==> src/pkg/rts_pkg.sv <==
// Package: constants, register map and carrier types of the reset sequencer.
package rts_pkg;
  // Clock rate and sequencer timing.
  localparam int CLK_KHZ       = 250000;
  localparam int DELAY_TIME_MS = 72;
  localparam int DELAY_CYCLES  = DELAY_TIME_MS * CLK_KHZ;
  localparam int DELAY_W       = 25;
  localparam int SETTLE_EDGES  = 1024;
  localparam int SETTLE_W      = 11;
  localparam int FILT_CYCLES   = 4;
  localparam int FILT_W        = 3;

  // Register map, byte addresses on the AXI4-Lite slave.
  localparam int         AXI_AW     = 4;
  localparam logic [3:0] OFS_STATUS = 4'h0;
  localparam logic [3:0] OFS_CFG    = 4'h4;
  localparam logic [3:0] OFS_SEQ    = 4'h8;

  // Field positions.
  localparam int BIT_BROWNOUT_N = 0;
  localparam int BIT_PWR_ON_N   = 1;
  localparam int BIT_WDT_N      = 0;
  localparam int BIT_SLEEP_N    = 1;
  localparam int BIT_CHIP_RST   = 2;
  localparam int BIT_STATE_LO   = 3;
  localparam int CFG_W          = 4;

  // Bus answers.
  localparam logic [1:0] RESP_OKAY   = 2'h0;
  localparam logic [1:0] RESP_SLVERR = 2'h2;

  typedef enum logic [1:0] {
    LOW_POWER_CRYSTAL_MODE      = 2'b00,
    CRYSTAL_MODE                = 2'b01,
    HIGH_SPEED_CRYSTAL_MODE     = 2'b10,
    RESISTOR_CAPACITOR_OSC_MODE = 2'b11
  } rts_osc_t;

  typedef enum logic [1:0] {
    ST_RUN    = 2'b00,
    ST_HOLD   = 2'b01,
    ST_DELAY  = 2'b10,
    ST_SETTLE = 2'b11
  } rts_state_t;

  typedef struct packed {
    rts_osc_t osc_mode;
    logic     brownout_detect_enable;
    logic     power_up_delay_enable_n;
  } rts_cfg_t;

  typedef struct packed {
    logic power_on_pulse;
    logic brownout;
    logic wdt_timeout;
    logic sleeping;
    logic wake_irq;
  } rts_src_t;

  // Reset values.
  localparam rts_cfg_t   CFG_RESET    = '{CRYSTAL_MODE, 1'b1, 1'b0};
  localparam logic [1:0] STATUS_RESET = 2'h1;
  localparam logic [1:0] FLAGS_RESET  = 2'h3;
endpackage

==> src/hdl/rts_down_cnt.sv <==
// Loadable down counter used for the delay and settle timers.
`timescale 1ns/1ns
module rts_down_cnt #(
  parameter int W = 11
) (
  input  wire logic         aclk,
  input  wire logic         aresetn,
  input  wire logic         aclk_en,
  input  wire logic         load,
  input  wire logic [W-1:0] load_val,
  input  wire logic         tick,
  output logic      [W-1:0] count,
  output logic              zero
);
  // Load wins over a tick so a restart always begins from the full count.
  always_ff @(posedge aclk) begin
    if (!aresetn) begin
      count <= '0;
    end else if (aclk_en) begin
      if (load) begin
        count <= load_val;
      end else if (tick && (count != '0)) begin
        count <= count - 1'b1;
      end
    end
  end

  // Zero marks an expired timer.
  assign zero = (count == '0);
endmodule

==> src/hdl/rts_sequencer.sv <==
// Reset time-out sequencer with power status flags and an AXI4-Lite slave.
// Contract
// A power-on pulse starts the time-out sequence without any external pin help.
// Power-up delay runs from the power-on pulse; chip stays in reset meanwhile.
// Active-low enable bit zero applies the power-up delay; one skips it.
// After the delay, 1024 oscillator pin cycles are counted before release.
// Oscillator count only in crystal modes, on power-on or sleep wake-up.
// Brownout detect enable bit clear disables brownout reset; set enables it.
// Brownout holds reset; on recovery the full power-up delay runs.
// Brownout during the delay returns to hold and restarts the full delay.
// Configuration should keep the delay enabled whenever brownout reset is on.
// Power-up runs the delay after the pulse ends, then the oscillator count.
// Resistor-capacitor mode with delay disabled applies no time-out at all.
// Time-outs ignore the external pin; raising it later releases immediately.
// Status bit 0 is active-low brownout flag, set on power-on if enabled.
// Software sets the brownout flag and reads a cleared flag as brownout.
// Power-on clears status bit 1; software sets it; other resets keep it.
// Total delay per oscillator mode and cause follows the time-out table.
// Power-on clears power-on flag and sets timeout and sleep flags.
// Reset causes mark brownout, timeout and sleep flags as tabulated.
// A watchdog reset resets the chip without driving the external pin.
// Short glitches on the external reset pin are filtered out.
// Chip reset holds while any source or either timer is active.
// Both timers reload whenever a new power-on or brownout reset begins.
//
// The address map and register access over AXI4-Lite were decided locally.
`timescale 1ns/1ns
module rts_sequencer #(
  parameter int DELAY_CYCLES = rts_pkg::DELAY_CYCLES
) (
  input  wire logic                       aclk,
  input  wire logic                       aresetn,
  input  wire logic                       aclk_en,
  input  wire rts_pkg::rts_src_t          src,
  input  wire logic                       external_reset_pin_n,
  input  wire logic                       oscillator_input_pin,
  input  wire logic [rts_pkg::AXI_AW-1:0] awaddr,
  input  wire logic                       awvalid,
  output logic                            awready,
  input  wire logic [31:0]                wdata,
  input  wire logic [3:0]                 wstrb,
  input  wire logic                       wvalid,
  output logic                            wready,
  output logic [1:0]                      bresp,
  output logic                            bvalid,
  input  wire logic                       bready,
  input  wire logic [rts_pkg::AXI_AW-1:0] araddr,
  input  wire logic                       arvalid,
  output logic                            arready,
  output logic [31:0]                     rdata,
  output logic [1:0]                      rresp,
  output logic                            rvalid,
  input  wire logic                       rready,
  output logic                            chip_reset
);
  import rts_pkg::*;

  rts_state_t           st_r;
  rts_state_t           st_nxt;
  rts_cfg_t             cfg_r;
  logic                 pwr_on_cause_r;
  logic [1:0]           status_r;
  logic                 wdt_flag_n_r;
  logic                 sleep_flag_n_r;
  logic [FILT_W-1:0]    filt_cnt_r;
  logic                 ext_rst_r;
  logic                 ext_rst_nxt;
  logic                 osc_prev_r;
  logic                 osc_rise;
  logic                 chip_reset_r;
  logic                 brownout_on;
  logic                 crystal;
  logic                 wdt_rst;
  logic                 wake_ev;
  logic                 delay_load;
  logic                 settle_load;
  logic                 delay_zero;
  logic                 settle_zero;
  logic [DELAY_W-1:0]   delay_cnt;
  logic [AXI_AW-1:0]    waddr_r;
  logic [31:0]          wdata_r;
  logic [3:0]           wstrb_r;
  logic                 awready_r;
  logic                 wready_r;
  logic                 bvalid_r;
  logic [1:0]           bresp_r;
  logic                 arready_r;
  logic                 rvalid_r;
  logic [1:0]           rresp_r;
  logic [31:0]          rdata_r;
  logic                 wr_go;
  logic                 wr_status;
  logic                 wr_cfg;
  logic [31:0]          rd_word;
  logic                 rd_err;

  // Decoded sources; a disabled brownout detector is simply ignored.
  assign brownout_on = src.brownout && cfg_r.brownout_detect_enable;
  assign crystal     = (cfg_r.osc_mode != RESISTOR_CAPACITOR_OSC_MODE);
  assign wdt_rst     = src.wdt_timeout && !src.sleeping;
  assign wake_ev     = src.sleeping && (src.wdt_timeout || src.wake_irq);
  assign osc_rise    = oscillator_input_pin && !osc_prev_r;

  // The pin is already synchronous, so one stage is enough for the edge.
  always_ff @(posedge aclk) begin
    if (!aresetn) begin
      osc_prev_r <= 1'b0;
    end else if (aclk_en) begin
      osc_prev_r <= oscillator_input_pin;
    end
  end

  // Pin glitch filter: only a low of FILT_CYCLES in a row is a reset.
  // Release is not filtered, so a held pin lets go at once.
  always_comb begin
    ext_rst_nxt = !external_reset_pin_n &&
                  (ext_rst_r || (filt_cnt_r == FILT_W'(FILT_CYCLES - 1)));
  end

  always_ff @(posedge aclk) begin
    if (!aresetn) begin
      filt_cnt_r <= '0;
      ext_rst_r  <= 1'b0;
    end else if (aclk_en) begin
      ext_rst_r <= ext_rst_nxt;
      if (external_reset_pin_n) begin
        filt_cnt_r <= '0;
      end else if (filt_cnt_r != FILT_W'(FILT_CYCLES - 1)) begin
        filt_cnt_r <= filt_cnt_r + 1'b1;
      end
    end
  end

  // Sequencer next state. Power-on and brownout override everything and
  // hold the machine until the source goes away.
  always_comb begin
    st_nxt = st_r;
    if (src.power_on_pulse || brownout_on) begin
      st_nxt = ST_HOLD;
    end else begin
      unique case (st_r)
        ST_HOLD: begin
          // Brownout recovery always runs the delay; power-on obeys the bit.
          if (!cfg_r.power_up_delay_enable_n || !pwr_on_cause_r) begin
            st_nxt = ST_DELAY;
          end else if (crystal) begin
            st_nxt = ST_SETTLE;
          end else begin
            st_nxt = ST_RUN;
          end
        end
        ST_DELAY: begin
          if (delay_zero) begin
            st_nxt = crystal ? ST_SETTLE : ST_RUN;
          end
        end
        ST_SETTLE: begin
          if (settle_zero) begin
            st_nxt = ST_RUN;
          end
        end
        ST_RUN: begin
          if (wake_ev && crystal) begin
            st_nxt = ST_SETTLE;
          end
        end
      endcase
    end
  end

  // Timers reload on entry and all through hold, so a fresh reset
  // never inherits a half-spent count.
  assign delay_load  = (st_nxt == ST_HOLD) || ((st_nxt == ST_DELAY) && (st_r != ST_DELAY));
  assign settle_load = (st_nxt == ST_HOLD) ||
                       ((st_nxt == ST_SETTLE) && (st_r != ST_SETTLE));

  // Power-up delay timer, one tick per clock.
  rts_down_cnt #(
    .W (DELAY_W)
  ) u_delay (
    .aclk     (aclk),
    .aresetn  (aresetn),
    .aclk_en  (aclk_en),
    .load     (delay_load),
    .load_val (DELAY_W'(DELAY_CYCLES - 1)),
    .tick     (st_r == ST_DELAY),
    .count    (delay_cnt),
    .zero     (delay_zero)
  );

  // Clock settle timer, one tick per rising edge of the oscillator pin.
  rts_down_cnt #(
    .W (SETTLE_W)
  ) u_settle (
    .aclk     (aclk),
    .aresetn  (aresetn),
    .aclk_en  (aclk_en),
    .load     (settle_load),
    .load_val (SETTLE_W'(SETTLE_EDGES)),
    .tick     ((st_r == ST_SETTLE) && osc_rise),
    .count    (),
    .zero     (settle_zero)
  );

  // State, cause memory and the chip reset output. The watchdog reset
  // acts only here and never reaches the external pin.
  always_ff @(posedge aclk) begin
    if (!aresetn) begin
      st_r           <= ST_HOLD;
      pwr_on_cause_r <= 1'b1;
      chip_reset_r   <= 1'b1;
    end else if (aclk_en) begin
      st_r         <= st_nxt;
      chip_reset_r <= (st_nxt != ST_RUN) || ext_rst_nxt || wdt_rst;
      if (src.power_on_pulse) begin
        pwr_on_cause_r <= 1'b1;
      end else if (brownout_on) begin
        pwr_on_cause_r <= 1'b0;
      end
    end
  end

  // Power status flags. Hardware events win over a software write in
  // the same cycle so no reset cause is lost.
  always_ff @(posedge aclk) begin
    if (!aresetn) begin
      status_r <= STATUS_RESET;
    end else if (aclk_en) begin
      if (src.power_on_pulse) begin
        status_r[BIT_PWR_ON_N] <= 1'b0;
        if (cfg_r.brownout_detect_enable) begin
          status_r[BIT_BROWNOUT_N] <= 1'b1;
        end
      end else if (brownout_on) begin
        status_r[BIT_BROWNOUT_N] <= 1'b0;
      end else if (wr_status) begin
        status_r <= wdata_r[1:0];
      end
    end
  end

  // Timeout and sleep flags mark the cause of each reset or wake-up.
  // An external reset while running leaves both as they are.
  always_ff @(posedge aclk) begin
    if (!aresetn) begin
      {sleep_flag_n_r, wdt_flag_n_r} <= FLAGS_RESET;
    end else if (aclk_en) begin
      if (src.power_on_pulse || brownout_on) begin
        wdt_flag_n_r   <= 1'b1;
        sleep_flag_n_r <= 1'b1;
      end else if (src.wdt_timeout) begin
        wdt_flag_n_r   <= 1'b0;
        sleep_flag_n_r <= !src.sleeping;
      end else if (src.sleeping && (src.wake_irq || (ext_rst_nxt && !ext_rst_r))) begin
        wdt_flag_n_r   <= 1'b1;
        sleep_flag_n_r <= 1'b0;
      end
    end
  end

  // Configuration register; it survives chip resets, only aresetn returns it to CFG_RESET.
  always_ff @(posedge aclk) begin
    if (!aresetn) begin
      cfg_r <= CFG_RESET;
    end else if (aclk_en && wr_cfg) begin
      cfg_r <= rts_cfg_t'(wdata_r[CFG_W-1:0]);
    end
  end

  // Write channel: address and data are caught in either order and the
  // write happens once both are in, one transaction at a time.
  assign wr_go     = !awready_r && !wready_r && !bvalid_r;
  assign wr_status = wr_go && (waddr_r == OFS_STATUS) && wstrb_r[0];
  assign wr_cfg    = wr_go && (waddr_r == OFS_CFG) && wstrb_r[0];

  always_ff @(posedge aclk) begin
    if (!aresetn) begin
      awready_r <= 1'b1;
      wready_r  <= 1'b1;
      bvalid_r  <= 1'b0;
      bresp_r   <= RESP_OKAY;
      waddr_r   <= '0;
      wdata_r   <= '0;
      wstrb_r   <= '0;
    end else if (aclk_en) begin
      if (awvalid && awready_r) begin
        awready_r <= 1'b0;
        waddr_r   <= awaddr;
      end
      if (wvalid && wready_r) begin
        wready_r <= 1'b0;
        wdata_r  <= wdata;
        wstrb_r  <= wstrb;
      end
      if (wr_go) begin
        bvalid_r <= 1'b1;
        bresp_r  <= ((waddr_r == OFS_STATUS) || (waddr_r == OFS_CFG)) ? RESP_OKAY
                                                                      : RESP_SLVERR;
      end else if (bvalid_r && bready) begin
        bvalid_r  <= 1'b0;
        awready_r <= 1'b1;
        wready_r  <= 1'b1;
      end
    end
  end

  // Read decode; unused upper bits read as zero.
  always_comb begin
    rd_word = '0;
    rd_err  = 1'b0;
    unique case (araddr)
      OFS_STATUS: rd_word[1:0] = status_r;
      OFS_CFG:    rd_word[CFG_W-1:0] = cfg_r;
      OFS_SEQ: begin
        rd_word[BIT_WDT_N]                   = wdt_flag_n_r;
        rd_word[BIT_SLEEP_N]                 = sleep_flag_n_r;
        rd_word[BIT_CHIP_RST]                = chip_reset_r;
        rd_word[BIT_STATE_LO+1:BIT_STATE_LO] = st_r;
      end
      default: rd_err = 1'b1;
    endcase
  end

  // Read channel: the answer follows the address by one cycle.
  always_ff @(posedge aclk) begin
    if (!aresetn) begin
      arready_r <= 1'b1;
      rvalid_r  <= 1'b0;
      rresp_r   <= RESP_OKAY;
      rdata_r   <= '0;
    end else if (aclk_en) begin
      if (arvalid && arready_r) begin
        arready_r <= 1'b0;
        rvalid_r  <= 1'b1;
        rdata_r   <= rd_word;
        rresp_r   <= rd_err ? RESP_SLVERR : RESP_OKAY;
      end else if (rvalid_r && rready) begin
        rvalid_r  <= 1'b0;
        arready_r <= 1'b1;
      end
    end
  end

  assign awready    = awready_r;
  assign wready     = wready_r;
  assign bvalid     = bvalid_r;
  assign bresp      = bresp_r;
  assign arready    = arready_r;
  assign rvalid     = rvalid_r;
  assign rresp      = rresp_r;
  assign rdata      = rdata_r;
  assign chip_reset = chip_reset_r;

  // Helper: oscillator edges seen while settling.
  logic [SETTLE_W:0] edge_seen_r;
  always_ff @(posedge aclk) begin
    if (!aresetn) begin
      edge_seen_r <= '0;
    end else if (aclk_en) begin
      if (st_r != ST_SETTLE) begin
        edge_seen_r <= '0;
      end else if (osc_rise) begin
        edge_seen_r <= edge_seen_r + 1'b1;
      end
    end
  end
endmodule

==> config.mk <==
export PLATFORM = sky130hd
export DESIGN_NAME = rts_sequencer
export DESIGN_NICKNAME = d
export VERILOG_FILES = /design/src/pkg/rts_pkg.sv /design/src/hdl/rts_down_cnt.sv /design/src/hdl/rts_sequencer.sv
export SDC_FILE = /design/constraint.sdc
export NUM_CORES = 1
export LEC_CHECK = 0
export ABC_AREA = 1
export BUFFER_PORTS_ARGS = -buffer_cell sky130_fd_sc_hd__buf_2
export CORE_UTILIZATION = 50
export CTS_CLUSTER_SIZE = 14
export DETAILED_ROUTE_END_ITERATION = 6
export MAX_ROUTING_LAYER = met4
export PLACE_DENSITY = 0.75
export SETUP_SLACK_MARGIN = 0.4
export SYNTH_ARGS = -nofsm -noshare
export SYNTH_HDL_FRONTEND = slang
export SYNTH_SLANG_ARGS = --single-unit
==> constraint.sdc <==
create_clock -name aclk -period 2.6 [get_ports aclk]
set_clock_uncertainty 0.1 [all_clocks]
set_input_delay 0.39 -clock aclk [delete_from_list [all_inputs] [get_ports aclk]]
set_output_delay 0.39 -clock aclk [all_outputs]
set_load 0.01 [all_outputs]
======== Yosys cells after proc, flatten, opt, wreduce, memory -nomap -nowiden ========
Index checks and enable logic that the tools add are counted.
word-level totals
  word-level logic and storage cells ...... 163
  output and inout port bits .............. 42
  input bits .............................. 59
  bits in registers ....................... 76
cells by class
  $add $sub $neg .......................... 3
  equal/unequal tests ..................... 16
  muxes and demuxes ....................... 43
  reductions and logical operators ........ 75
operators with widths
  kind                                                                   count
  25-bit two-way mux                                                     2
  1-bit logical AND                                                      25
  25-bit logical NOT                                                     1
  25-bit nonzero test                                                    1
  25-bit by 1-bit subtractor with 25-bit output, second input constant   1
  1-bit two-way mux                                                      24
  11-bit two-way mux                                                     2
  2-bit AND reduction                                                    11
  2-bit two-way mux                                                      10
  2-bit nonzero test                                                     8
  11-bit logical NOT                                                     1
  11-bit nonzero test                                                    1
  11-bit by 1-bit subtractor with 11-bit output, second input constant   1
  1-bit logical OR                                                       10
  1-bit logical NOT                                                      9
  2-bit equality test, second input constant                             4
  4-bit by 3-bit equality test with 1-bit output, second input constant  2
  4-bit logical NOT                                                      2
  2-bit != test, second input constant                                   4
  2-bit case mux with 4 select lines                                     1
  3-bit two-way mux                                                      2
  2-bit case mux with 3 select lines                                     1
  3-bit AND reduction                                                    2
  3-bit nonzero test                                                     2
  9 further kinds                                                        10

======== Longest topological paths before layout ========
  depth in word-level cells ............... 11
  mapped depth ............................ 16

======== Hierarchy ========
Synthesis repeated with hierarchy kept, for this count alone.
second synthesis, totals
  cells, all modules ...................... 772
  area, all modules ....................... 4888.4 um^2
modules (own cells, without submodules)
  module                    seq. area each (um^2)  area an instance (um^2)  cells an instance  times used
  rts_sequencer             760.7                  2145.8                   301                1
  rts_down_cnt at u_delay   500.5                  1911.8                   322                1
  rts_down_cnt at u_settle  220.2                  830.8                    149                1

======== Least setup slack after synthesis ========
Ideal clock, no wire load.
  kind .................................... register to register
  start ................................... register u_settle.count[0]
  end ..................................... register u_delay.count[14]
  period minus slack after synthesis ...... 2124 ps
  stages on the path, launching flop included .. 17
  library setup time ...................... 134 ps
  arrival time ............................ 1890 ps
  path buffers ............................ 1
  required time ........................... 2366 ps
  slack ................................... 476 ps
  cell sequence ........................... dfxtp_1 > inv_1 > ha_1 > nand2_1 > nor2_2 > nand3_2 > a21oi_4 > nand3_2 > nand3_1 > nand2_2 > nand2_4 > nand2_8 > nand2_8 > buf_6 > nand2_1 > nand2_1 > nor2_1
between the ends
  longest elaborated chain between the ends .. 9
  elaborated cells on any way between the ends .. 11
  classes of those cells .................. eq/ne: 2; mux: 4; reduce/logical: 5
RTL lines
  item                                  line                  source
  from (decl)                           rts_down_cnt.sv:12    output logic [W-1:0] count,
  from (signal assigned)                rts_down_cnt.sv:21    count <= load_val;
  from (signal assigned)                rts_down_cnt.sv:23    count <= count - 1'b1;
  11-bit logical NOT *                  rts_down_cnt.sv:29    assign zero = (count == '0);
  2-bit two-way mux *                   rts_sequencer.sv:158  if (settle_zero) begin
  2-bit case mux with 4 select lines *  rts_sequencer.sv:141  unique case (st_r)
  2-bit two-way mux *                   rts_sequencer.sv:138  if (src.power_on_pulse || brownout_on) begin
  2-bit equality test                   rts_sequencer.sv:173  assign delay_load = (st_nxt == ST_HOLD) || ((st_nxt == ST_DELAY) && (st_r != ST_DELAY));
  1-bit logical AND                     rts_sequencer.sv:173
  1-bit logical OR *                    rts_sequencer.sv:173
  2-bit nonzero test (no source line)   n/a
  2-bit AND reduction (no source line)  n/a
  to (signal assigned)                  rts_down_cnt.sv:21
  to (signal assigned)                  rts_down_cnt.sv:23
  to (decl)                             rts_down_cnt.sv:12
Every way passes the cells marked *; elsewhere a longest branch is shown, timed or not.
A chain may end at the register's enable or synchronous reset.

======== Final worst setup path ========
  start ................................... register u_settle.count[1]
  end ..................................... register u_delay.count[2]
The elaborated chain is that of the path after synthesis.

==> metrics <==
TNS Setup 0 ns; leakage ~2.4 nW; cells along the critical path inv_1, ha_4, nand2_2, nor2_4, nand3_2, a21oi_4, nand3_4, nand3_2, nand2_2, nand2_4, nand2_8, nand2_8, nand2_1, nand2_1, nor2_1; met3 routed WL approximately 480 um; CTS tree done; wire per inst around 12 um; metal2 WL 4995 um; #FFs+latches synth 74; commonest cells in the netlist nand2_1, inv_1, nor2_1; number of placed I/O pins between 100 and 150; final setup violation count 0; Skew-Pair Late Insertion Delay 0.36 ns; Area Overhead vs Synth 14.71%; Tot Pwr approximately 2.7 mW; max_slew headroom between 50 and 60%; Final #Nets roughly 750; part of the Yosys area used for sequential elements 34.01%; WS Path Type register to register; Pre-antenna DRT Iters 4; fin. max-slew vios 0; Worst-path clk slew about 0.09 ns; Buffers & Inverters on Critical Path 1; synth top area cells dfxtp_1, nand2_1, inv_1; total global-route track usage a little under a quarter; CTS root buf clkbuf_8; class of the worst hold path input port to register; FILL cells between 700 and 800; most numerous cell in the Yosys netlist nand2_1; Post-Route M1 WL ~4300 um; Die Height around 95 um; DR vias between 4,000 and 5,000; clock sink count between 70 and 80; Worst Path Required between 2 and 3 ns; first-pass GRT wire length around 16,000 um; top-area cell type share of the netlist area between 30% and 40%; fraction of layout instances using a drive strength above 1 between 20 and 25%; post-layout util 59.90%; Mean Syn Cell Area between 6 and 7 um2; Antenna Nets Post-Route 0; CP max FO 12; Max Cap Violations 0; Place WS between 0.09 and 0.1 ns; routability cong. about 0.86; H-tree depth 3; die area 9088 um2; top sig layer met4; largest net degree at the start of global routing 40; worst vdd ir ~0.35 mV; Setup crit end kind register; core area ~8300 um2; fin worst setup slack roughly 0.5 ns; antenna cells 0; RSZ-0062 raised after global routing false; DP HPWL 6692 um; post-synthesis instance area between 4000 and 5000 um2; # rows 33; Num CTS Buffers 9; Cell Pwr Density roughly 550 nW/um2; WP data arrival ~2.3 ns; Synth Flop Type dfxtp_1; status completed; synth unique cells 39; YS warnings 0; GRT overflow 0; CP top delay family simple AND/OR/NAND/NOR gates; Crit-path slowest cell dfxtp_1; final hold violation count 0; worst-margin pin slew 0.6046 ns; Post-Route WL slightly below 10,000 um; fin area between 4000 and 5000 um2; Die X between 90 and 100 um; Cell Area, Placed around 4600 um2; DRC viols 0; fin crit period 2.102 ns; f_max around 480 MHz; PortBufs 40; DRT iter0 DRCs roughly 160; critical path startpoint category register; routed vias/inst roughly 5.1; Post-Syn Instances roughly 630; crit share post-route slightly above 80%; post-synth top area cell dfxtp_1; Post-synth EDFFs 0; maximum single-stage delay on the critical path between 0.3 and 0.4 ns; number of antenna violations at the first check in global routing 0; vias in the first global route about 3,700; Initial Util about 52%; CTS Buffer Depth 2; Post-synth ARST share 0%
[area by class of cell]
class	instances	area (um2)	share of cell area (%)
Multi-Input combinational cell	459	2505	50.14
Sequential cell	74	1485	29.73
Clock buffer	9	123.9	2.479
Clock inverter	7	82.58	1.653
Tap cell	105	131.4	2.630
Timing Repair Buffer	60	354.1	7.087
Inverter	83	314.1	6.286
[worst reg2reg max path: stages, from the launching register on]
cell	delay, ns
dfxtp_1	0.33
inv_1	0.09
ha_4	0.13
nand2_2	0.08
nor2_4	0.11
nand3_2	0.11
a21oi_4	0.22
nand3_4	0.13
nand3_2	0.09
nand2_2	0.08
nand2_4	0.11
nand2_8	0.11
nand2_8	0.14
nand2_1	0.06
nand2_1	0.05
nor2_1	0.04
[path summary, 6_finish.rpt]
path | cells after the start | to | from | slack [ns]
setup / recovery | 15 | u_delay.count[2] | u_settle.count[1] | 0.50
hold / removal | 3 | waddr_r[0] | awaddr[0] | 0.20
hold reg to reg | 2 | wdata_r[2] | wdata_r[2] | 0.36
setup reg to reg | 15 | u_delay.count[2] | u_settle.count[1] | 0.50
[stage by stage]
stage	std cells	hold slack [ns]
after CTS	791	0.1983
after detailed placement	768	0.3469
after global placement	768	0.3450
after global routing	797	0.1934
final	797	0.2035
after floorplan	661	0.3300
[power breakdown]
part           total (mW)  switching, mW  internal (mW)
Sequential           1.25         0.0533           1.19
Clock               0.951          0.491          0.460
Combinational       0.546          0.350          0.196
Total                2.74          0.895           1.85
[layer usage]
metal / global-route usage (%) / up-vias
li1: - / 2090
met1: 26.35 / 1850
met2: 41.43 / 102
met3: 5.901 / 7
met4: 5.556 / 0
met5: - / -
[cells in the final DEF, fill, tap and decap left out, types with 4 or more instances in the layout]
cell type	synthesis	layout
clkbuf_8	0	9
o211ai_1	5	5
nand3_4	1	4
a21oi_1	40	40
buf_2	3	40
buf_4	30	19
inv_1	80	77
inv_2	3	5
nor3_1	16	16
a21oi_2	6	6
nand4_1	18	18
a211oi_1	4	4
nor2_1	79	67
xor2_1	24	24
nor2_2	7	15
conb_1	1	29
nand2_1	119	116
xnor2_1	4	4
dfxtp_1	74	71
o21ai_0	26	26
nor2_4	1	5
nand3_1	45	43
ha_1	5	4
nand2_2	8	11
[state kept, by name, summed over array words and instances (netlist names), 2 cells and up]
| register | count |
|---|---|
| cfg_r | 4 |
| filt_cnt_r | 3 |
| rdata | 5 |
| st_r | 2 |
| status_r | 2 |
| u_delay.count | 25 |
| u_settle.count | 11 |
| waddr_r | 4 |
| wdata_r | 4 |
[cells by family (layout without fill, tap and decap cells)]
logic type      after synthesis  count (layout)  share of synthesized area (%)
compound gates               91              91                          12.58
xor+xnor                     28              28                          5.630
fa+ha+maj                     5               5                          1.436
buf+inv                     130             159                          14.22
flops                        74              74                          34.01
other cells                   1              29                        0.08610
simple gates                304             306                          32.03
[timing repair]
item                       CTS  global route
gates resized for setup      6            31
hold buffers                 0             0
setup endpoints to repair   36            36
setup buffers                5             6
pin swaps                    7            11
cloned                       2             0
No activity file was read; power rests on OpenSTA's default activity.
